**config.mk**
```make
export PLATFORM = sky130hd
export DESIGN_NAME = cbscb_bridge
export DESIGN_NICKNAME = d
export VERILOG_FILES = /design/src/hw/cbscb_bridge.v
export VERILOG_INCLUDE_DIRS = /design/src /design/src/common
export SDC_FILE = /design/constraint.sdc
export NUM_CORES = 1
export LEC_CHECK = 0
export BUFFER_PORTS_ARGS = -buffer_cell sky130_fd_sc_hd__buf_2
export CAP_MARGIN = 20
export CORE_ASPECT_RATIO = 1.25
export CORE_MARGIN = 2
export CORE_UTILIZATION = 50
export CTS_CLUSTER_SIZE = 30
export DETAILED_ROUTE_END_ITERATION = 10
export PLACE_DENSITY = 0.76
export SYNTH_ARGS = -nofsm -noshare
export SYNTH_HDL_FRONTEND = slang
export SYNTH_SLANG_ARGS = --single-unit
```
**constraint.sdc**
```tcl
create_clock -name i_mclk -period 3.8 [get_ports i_mclk]
set_clock_uncertainty 0.15 [all_clocks]
set_input_delay 0.76 -clock i_mclk [delete_from_list [all_inputs] [get_ports i_mclk]]
set_output_delay 0.76 -clock i_mclk [all_outputs]
set_load 0.005 [all_outputs]
```
**src/common/cbscb_map.vh**
```
// Constants for the control-bit serial command bridge.
// Assumes a 10 MHz core clock and an 8N1 asynchronous serial link.
`ifndef CBSCB_MAP_VH
`define CBSCB_MAP_VH

// ****************************************
// Clock and link timing
// ****************************************
`define CBSCB_CLK_HZ 10000000
`define CBSCB_BAUD_DEFAULT 9600
`define CBSCB_BIT_CYCLES (`CBSCB_CLK_HZ / `CBSCB_BAUD_DEFAULT)
// Same figure as a 16-bit value for the divisor register
`define CBSCB_BIT_CYCLES_RESET 16'h0411
`define CBSCB_DATA_BITS 8

// ****************************************
// Frame characters
// ****************************************
`define CBSCB_STX_CHAR 8'h02
`define CBSCB_LINE_FEED_CHAR 8'h0A
`define CBSCB_CARRIAGE_RETURN_CHAR 8'h0D

// ****************************************
// Control bits and payloads
// ****************************************
`define CBSCB_MODE_BIT 0
`define CBSCB_BIT_VERSION 0
`define CBSCB_BIT_DEFAULTS 14
`define CBSCB_BIT_RESTART 15
`define CBSCB_VERSION_CHAR 8'h76
`define CBSCB_RESTART_CHAR 8'h48
`define CBSCB_DEFAULTS_0 8'h50
`define CBSCB_DEFAULTS_1 8'h43
`define CBSCB_DEFAULTS_2 8'h32
`define CBSCB_DEFAULTS_3 8'h30

// ****************************************
// Register port offsets
// ****************************************
`define CBSCB_REG_CTRL 4'h0
`define CBSCB_REG_CTRLB0 4'h1
`define CBSCB_REG_STATUS 4'h2
`define CBSCB_REG_ADDR 4'h3
`define CBSCB_REG_DIV 4'h4
`define CBSCB_ADDR_RESET 16'h0000
`define CBSCB_SWITCH_DEFAULTS 4'hF

`endif

```
**src/hw/cbscb_bridge.v**
```verilog
// Control-bit serial command bridge: control word in, framed ASCII out.
// Assumes synchronous inputs, register port master as described in the note.
//
// Function
// - Link defaults to 9600 baud, 8N1, no handshake.
// - Frame is STX, payload, carriage return, line feed; no acknowledge.
// - Commands translate only while control byte 0 bit 0 is one.
// - Bit 0 sends v, bit 15 sends H, bit 14 sends FACTORY_DEFAULTS_CMD.
// - Slave address of attached unit fills first two input data bytes.
// - STX is 02, line feed 0A, carriage return 0D.
// - Switch position F at power-up restores factory parameters.
`timescale 1ns/10ps
`include "cbscb_map.vh"

module cbscb_bridge (
   input wire i_mclk,
   input wire i_rst_n,
   input wire [3:0] i_addr,
   input wire [15:0] i_wdata,
   input wire i_wr,
   input wire i_rd,
   input wire [3:0] i_mode_select_switch,
   output reg [15:0] o_rdata,
   output reg o_txd,
   output reg [15:0] o_data_range_head
);

   // ****************************************
   // Registers
   // ****************************************
   reg [15:0] ctrl;
   reg [15:0] ctrl_prev;
   reg [15:0] slave_addr;
   reg [15:0] baud_div;
   reg strap_done;
   reg [2:0] pending;

   // Mode bit doubles as the version request bit, so turning the mode on
   // with bit 0 rising also asks for the version string
   wire cmd_mode = ctrl[`CBSCB_MODE_BIT];
   wire [15:0] rise = ctrl & ~ctrl_prev;
   wire [2:0] req_rise = {rise[`CBSCB_BIT_RESTART], rise[`CBSCB_BIT_DEFAULTS], rise[`CBSCB_BIT_VERSION]};

   // Two-entry buffer between frame builder and transmitter
   reg [7:0] buf_data [0:1];
   reg buf_wp;
   reg buf_rp;
   reg [1:0] buf_cnt;
   wire buf_in_ready = (buf_cnt != 2'h2);
   wire buf_out_valid = (buf_cnt != 2'h0);
   wire buf_in_valid;
   wire buf_out_ready;
   wire [7:0] buf_in_data;
   wire buf_push;
   wire buf_pop;

   // ****************************************
   // Register port
   // ****************************************
   always @(posedge i_mclk or negedge i_rst_n) begin
      if (!i_rst_n) begin
         ctrl <= 16'h0000;
         slave_addr <= `CBSCB_ADDR_RESET;
         baud_div <= `CBSCB_BIT_CYCLES_RESET;
         strap_done <= 1'b0;
         o_rdata <= 16'h0000;
      end else begin
         o_rdata <= 16'h0000;
         if (!strap_done) begin
            strap_done <= 1'b1;
            if (i_mode_select_switch == `CBSCB_SWITCH_DEFAULTS) begin
               slave_addr <= `CBSCB_ADDR_RESET;
               baud_div <= `CBSCB_BIT_CYCLES_RESET;
            end
         end
         if (i_wr) begin
            case (i_addr)
               `CBSCB_REG_CTRL: ctrl <= i_wdata;
               `CBSCB_REG_ADDR: slave_addr <= i_wdata;
               `CBSCB_REG_DIV: baud_div <= (i_wdata == 16'h0000) ? 16'h0001 : i_wdata;
               default: ;
            endcase
         end
         if (i_rd) begin
            case (i_addr)
               `CBSCB_REG_CTRL: o_rdata <= ctrl;
               `CBSCB_REG_CTRLB0: o_rdata <= {8'h00, ctrl[7:0]};
               `CBSCB_REG_STATUS: o_rdata <= {11'h000, buf_cnt, pending};
               `CBSCB_REG_ADDR: o_rdata <= slave_addr;
               `CBSCB_REG_DIV: o_rdata <= baud_div;
               default: o_rdata <= 16'h0000;
            endcase
         end
      end
   end

   always @(posedge i_mclk or negedge i_rst_n) begin
      if (!i_rst_n) begin
         o_data_range_head <= 16'h0000;
      end else begin
         o_data_range_head <= slave_addr;
      end
   end

   // ****************************************
   // Edge detection and frame building
   // ****************************************
   localparam ST_IDLE = 2'h0;
   localparam ST_HEAD = 2'h1;
   localparam ST_BODY = 2'h2;
   localparam ST_TAIL = 2'h3;

   reg [1:0] fstate;
   reg [1:0] cmd_sel;
   reg [1:0] idx;
   reg [7:0] next_char;
   reg [1:0] body_len;
   reg [2:0] launch_mask;
   reg [2:0] next_pending;

   // ****************************************
   // Request bookkeeping
   // ****************************************
   // The launched request is cleared first and fresh edges are ORed in after,
   // so an edge that arrives in the launch cycle is never swallowed
   always @* begin
      launch_mask = 3'h0;
      if (fstate == ST_IDLE) begin
         if (pending[0]) begin
            launch_mask = 3'h1;
         end else if (pending[1]) begin
            launch_mask = 3'h2;
         end else if (pending[2]) begin
            launch_mask = 3'h4;
         end
      end
      next_pending = pending & ~launch_mask;
      if (cmd_mode) begin
         next_pending = next_pending | req_rise;
      end
   end

   // ****************************************
   // Frame sequencer
   // ****************************************
   // Pending requests are kept so that a bit rising during a frame is not lost
   always @(posedge i_mclk or negedge i_rst_n) begin
      if (!i_rst_n) begin
         ctrl_prev <= 16'h0000;
         pending <= 3'h0;
         fstate <= ST_IDLE;
         cmd_sel <= 2'h0;
         idx <= 2'h0;
      end else begin
         ctrl_prev <= ctrl;
         case (fstate)
            ST_IDLE: begin
               if (pending[0]) begin
                  cmd_sel <= 2'h0;
                  fstate <= ST_HEAD;
               end else if (pending[1]) begin
                  cmd_sel <= 2'h1;
                  fstate <= ST_HEAD;
               end else if (pending[2]) begin
                  cmd_sel <= 2'h2;
                  fstate <= ST_HEAD;
               end
               idx <= 2'h0;
            end
            ST_HEAD: if (buf_in_ready) fstate <= ST_BODY;
            ST_BODY: if (buf_in_ready) begin
               idx <= idx + 2'h1;
               if (idx == body_len) begin
                  idx <= 2'h0;
                  fstate <= ST_TAIL;
               end
            end
            ST_TAIL: if (buf_in_ready) begin
               idx <= idx + 2'h1;
               if (idx == 2'h1) begin
                  fstate <= ST_IDLE;
               end
            end
            default: fstate <= ST_IDLE;
         endcase
         // Set wins over clear: a new edge in the launch cycle stays pending
         pending <= next_pending;
      end
   end

   always @* begin
      body_len = (cmd_sel == 2'h1) ? 2'h3 : 2'h0;
      next_char = `CBSCB_STX_CHAR;
      case (fstate)
         ST_BODY: begin
            case (cmd_sel)
               2'h0: next_char = `CBSCB_VERSION_CHAR;
               2'h2: next_char = `CBSCB_RESTART_CHAR;
               default: begin
                  case (idx)
                     2'h0: next_char = `CBSCB_DEFAULTS_0;
                     2'h1: next_char = `CBSCB_DEFAULTS_1;
                     2'h2: next_char = `CBSCB_DEFAULTS_2;
                     default: next_char = `CBSCB_DEFAULTS_3;
                  endcase
               end
            endcase
         end
         ST_TAIL: next_char = (idx == 2'h0) ? `CBSCB_CARRIAGE_RETURN_CHAR : `CBSCB_LINE_FEED_CHAR;
         default: next_char = `CBSCB_STX_CHAR;
      endcase
   end

   // Every non-idle state offers one character; the sequencer only moves on
   // when the buffer takes it, so no character is dropped on a stall
   assign buf_in_valid = (fstate != ST_IDLE);
   assign buf_in_data = next_char;
   assign buf_push = buf_in_valid && buf_in_ready;
   assign buf_pop = buf_out_valid && buf_out_ready;

   // ****************************************
   // Two-entry buffer
   // ****************************************
   always @(posedge i_mclk or negedge i_rst_n) begin
      if (!i_rst_n) begin
         buf_wp <= 1'b0;
         buf_rp <= 1'b0;
         buf_cnt <= 2'h0;
         buf_data[0] <= 8'h00;
         buf_data[1] <= 8'h00;
      end else begin
         if (buf_push) begin
            buf_data[buf_wp] <= buf_in_data;
            buf_wp <= ~buf_wp;
         end
         if (buf_pop) begin
            buf_rp <= ~buf_rp;
         end
         // Push and pop in one cycle leave the count as it is
         case ({buf_push, buf_pop})
            2'b10: buf_cnt <= buf_cnt + 2'h1;
            2'b01: buf_cnt <= buf_cnt - 2'h1;
            default: buf_cnt <= buf_cnt;
         endcase
      end
   end

   // ****************************************
   // 8N1 transmitter, no handshake
   // ****************************************
   reg [15:0] bit_timer;
   reg [3:0] bit_idx;
   reg [9:0] shifter;
   reg tx_busy;
   wire bit_tick;
   // The transmitter takes a character only when idle, which costs one idle
   // cycle between characters; far below one bit time, so harmless
   assign buf_out_ready = !tx_busy;
   assign bit_tick = (bit_timer == baud_div - 16'h0001);

   always @(posedge i_mclk or negedge i_rst_n) begin
      if (!i_rst_n) begin
         bit_timer <= 16'h0000;
         bit_idx <= 4'h0;
         shifter <= 10'h3FF;
         tx_busy <= 1'b0;
         o_txd <= 1'b1;
      end else if (!tx_busy) begin
         o_txd <= 1'b1;
         if (buf_out_valid) begin
            shifter <= {1'b1, buf_data[buf_rp], 1'b0};
            tx_busy <= 1'b1;
            bit_idx <= 4'h0;
            bit_timer <= 16'h0000;
         end
      end else begin
         o_txd <= shifter[0];
         if (bit_tick) begin
            bit_timer <= 16'h0000;
            shifter <= {1'b1, shifter[9:1]};
            bit_idx <= bit_idx + 4'h1;
            if (bit_idx == 4'h9) tx_busy <= 1'b0;
         end else begin
            bit_timer <= bit_timer + 16'h0001;
         end
      end
   end

endmodule // cbscb_bridge

```
==> results.md <==
Power:
- The share of total power dissipated in sequential elements is 0.432.
- The internal power consumption is 3.33 mW.
- The total net switching power is 1.70 mW.
- The static leakage is about 3.5 nW.
- The power per cell area is 649 nW/um^2.
- The combinational cell fraction of total power is 0.235.
- Of the total power, the clock network draws 0.333.
- The proportion of total power due to net switching is 0.338.
- The largest voltage drop on the vdd net is between 0.3 and 0.4 mV.

Hold path:
- The type of the most critical hold path is input pin to asynchronous set/reset pin.

Floorplan:
- Measured along the y axis, the die boundary spans ~130 um.
- In this run the core area contains 47 standard-cell rows.
- The floorplan step defined a die boundary enclosing 14300 sq um.
- The area of the core region is 13200 sq um.
- The number of I/O pins is 61.
- The die is approximately 110 um wide.
- For this configuration, the core starts out at a cell density of 0.508.

Setup path:
- The worst setup path is of the flop to flop kind.
- Of all nets on the critical path, the largest fanout is 14.
- The reg-to-reg startpoint is baud_div[1].
- The critical path startpoint category is a flop.
- Data on the critical path is required at its endpoint by 3940 ps.
- The data arrival time at the worst-slack endpoint is approximately 3400 ps.
- STA classifies the critical path endpoint as a flop.
- The startpoint of the worst setup timing path is baud_div[1].

Cells and area:
- The fraction of the core area covered by cells at the end of the flow is 0.589.
- The commonest non-fill, non-tap cell in the layout is dfrtp_1.
- Of the cells placed in the final design, the portion with a size suffix greater than 1 is 0.198.
- In the layout the commonest cells are dfrtp_1, nand2_1, buf_2.
- From synthesis to final layout, the design area changed by 16.1%.
- After the last flow step, the layout net total stands at 741.
- The number of inserted diodes is 0.

Clocking:
- The number of instances resized during post-cts repair is 0.
- The clock buffer count from CTS is 17.
- The H-tree was split into 4 levels.
- After clock tree synthesis, the clock-pin slew on the worst setup and hold paths is roughly 60 ps.
- After clock tree synthesis, the setup repair step added 0 buffers.
- CTS saw ~140 sinks.
- TritonCTS built the clock tree.
- The later-pin clock latency in the skew report is 430 ps.
- The tree is rooted in a clkbuf_16.
- In this run, post-CTS hold repair placed 0 buffers.
- The number of buffers between clock root and the deepest sink is 2.

Global route:
- Entering global routing, the biggest net connects 64 pins.
- Global routing finished with a remaining overflow of 0.
- The first-pass GRT wire length is between 20000 and 30000 um.
- The initial antenna violation count is 0.
- The number of global-route vias before repair is about 5400.
- The total global-route track usage is 0.240.

Logic synthesis:
- The synthesized design contains between 100 and 150 register bits.
- Counting every instance in the synthesized netlist gives between 600 and 700.
- The post-synthesis instance area is 6690 sq um.
- When the netlist entered floorplanning its net count stood at 686.
- The netlist uses slightly above 60 different library cells.
- For this run, the register share of the synthesized area comes to 0.534.
- The leading register cell type out of synthesis is dfrtp_1.
- After synthesis, the mean cell area works out to ~10 sq um.
- Counting flops with an async set or reset pin after synthesis yields a share of 1.00.
- The count of flip-flops with a built-in enable after synthesis is 0.
- During synthesis, Yosys emitted a total of 0 warnings.

Timing:
- For the pin with the worst max-slew slack, the measured transition is ~1000 ps.
- The number of hold violations in the final report is 0.
- For the final routed database, the setup TNS stands at 0 ps.
- Setup violations remaining at the end of the flow were counted as 0.
- In this run the tightest slew margin relative to its limit is 0.298.
- The number of slew-limit violations in the final report is 0.
- The time the worst path needs with I/O delays and setup is ~3200 ps.
- Setup repair after global routing left no endpoint under its margin.
- The ratio of final minimum period to clock period is 0.850.
- The maximum operating frequency is approximately 310 MHz.

Route:
- The ratio of routed vias to standard cells is 5.92.
- The final layout contains routed wiring with a total length of 16100 um.
- The number of routed nets with antenna violations is 0.
- The number of vias after detailed routing is around 5200.
- The number of DRC violations after detailed routing is 0.
- The initial DRC count is about 370.
- The iteration count of the initial detailed-routing pass is 5.
- After detailed routing, the average wire length per cell comes to 18.2 um.

Status:
- The run finished with clean final reports.

Placed design:
- The quantity of I/O buffers inserted on ports is 60.
- The final HPWL from detailed placement is roughly 11000 um.
- Routability-driven placement finished with a final weighted congestion of about 0.86.

Run:
- Across the run, the number of max-cap violations was 0.
cell families after synthesis:
group / after synthesis / synth area share
AO/OA/AOI/OAI: 149 / 0.156
adder cells (fa/ha/maj): 13 / 0.0243
AND/OR/NAND/NOR: 223 / 0.165
buffers and inverters: 57 / 0.0337
XOR/XNOR: 33 / 0.0432
other: 1 / 0.000561
flip-flops: 142 / 0.534
multiplexers: 27 / 0.0434
sequential cells by signal (all words and copies together) (netlist names):
name	flops
cmd_sel	2
o_data_range_head	16
o_rdata	16
o_txd	1
bit_timer	16
ctrl	16
buf_data	14
idx	2
fstate	2
buf_cnt	2
shifter	9
buf_wp	1
baud_div	16
tx_busy	1
slave_addr	16
bit_idx	4
buf_rp	1
ctrl_prev	3
strap_done	1
pending	3
synth_stat cells (all sizes together) (3+ instances only):
master	instances	share of area
o22a	9	0.012
dfstp	13	0.051
nand2b	5	0.0047
a31oi	4	0.0037
o211ai	10	0.011
a21oi	14	0.010
o311ai	9	0.012
o31ai	4	0.0045
ha	13	0.024
or3	5	0.0047
nor2b	4	0.0037
nor4	9	0.0094
xor2	18	0.024
a22o	11	0.014
a222oi	16	0.024
nand3	9	0.0067
mux2i	11	0.016
mux2	16	0.027
buf	6	0.0051
xnor2	15	0.020
o21ai	52	0.039
a211oi	3	0.0034
nand4	6	0.0056
inv	20	0.011
nand2	94	0.053
nor3	28	0.022
and2	6	0.0056
dfrtp	129	0.48
and3	5	0.0047
nor2	30	0.017
clkbuf	31	0.017
nand3b	9	0.010
per-stage QoR:
stage                     hold slack [ps]  area, sq um  total power, mW  setup WS (ps)  cells
final                                 133         7760             5.04            572    884
after floorplan                       224         6690             2.98            907    645
after global placement                243         7170             3.29            741    852
after CTS                             150         7760             5.04            600    884
after detailed placement              244         7170             3.36            619    852
after global routing                  174         7760             5.32            431    884
cell type report:
class	count	area, sq um
fillers	1100	5410
flip-flops and latches	142	3570
multi-input cells	446	2900
clock buffers	18	429
repair buffers	73	417
well taps	171	214
clock inverters	14	159
inverters	20	75.1
power groups by stage:
| stage | sequential [mW] | combinational, mW | clock (mW) |
|---|---|---|---|
| 4_1_cts | 2.17 | 1.18 | 1.69 |
| 3_5_place_dp | 2.19 | 1.17 | 0 |
| 6_report | 2.18 | 1.18 | 1.68 |
| 2_1_floorplan | 2.06 | 0.914 | 0 |
| 3_3_place_gp | 2.17 | 1.11 | 0 |
| 5_1_grt | 2.22 | 1.33 | 1.76 |
final timing paths:
path / cells after the start / end / slack, ps
max in group asynchronous: 2 / shifter[2] / 2610
worst min register to register: 0 / o_data_range_head[14] / 250
worst min-delay path: 1 / buf_data[1] / 130
worst max register to register: 9 / bit_timer[10] / 570
min in group i_mclk: 0 / o_data_range_head[14] / 250
worst max-delay path: 9 / bit_timer[10] / 570
critical path, cell delays in order (launching register included):
cell	delay (ps)
dfrtp_1	430
inv_1	100
ha_1	210
or3b_2	530
nor3_2	150
o21ai_1	70
a2111o_1	610
nor4b_4	470
buf_4	290
nor3_1	80
metal layers:
metal,routed length [um],track usage,up-vias,share of wire
met5,0,0,-,0
met4,557,0.114,0,0.035
met3,690,0.0475,49,0.043
met2,8180,0.398,190,0.51
met1,6640,0.301,2544,0.41
li1,-,-,2449,-
Note: power is estimated with default switching activity, not from simulation.
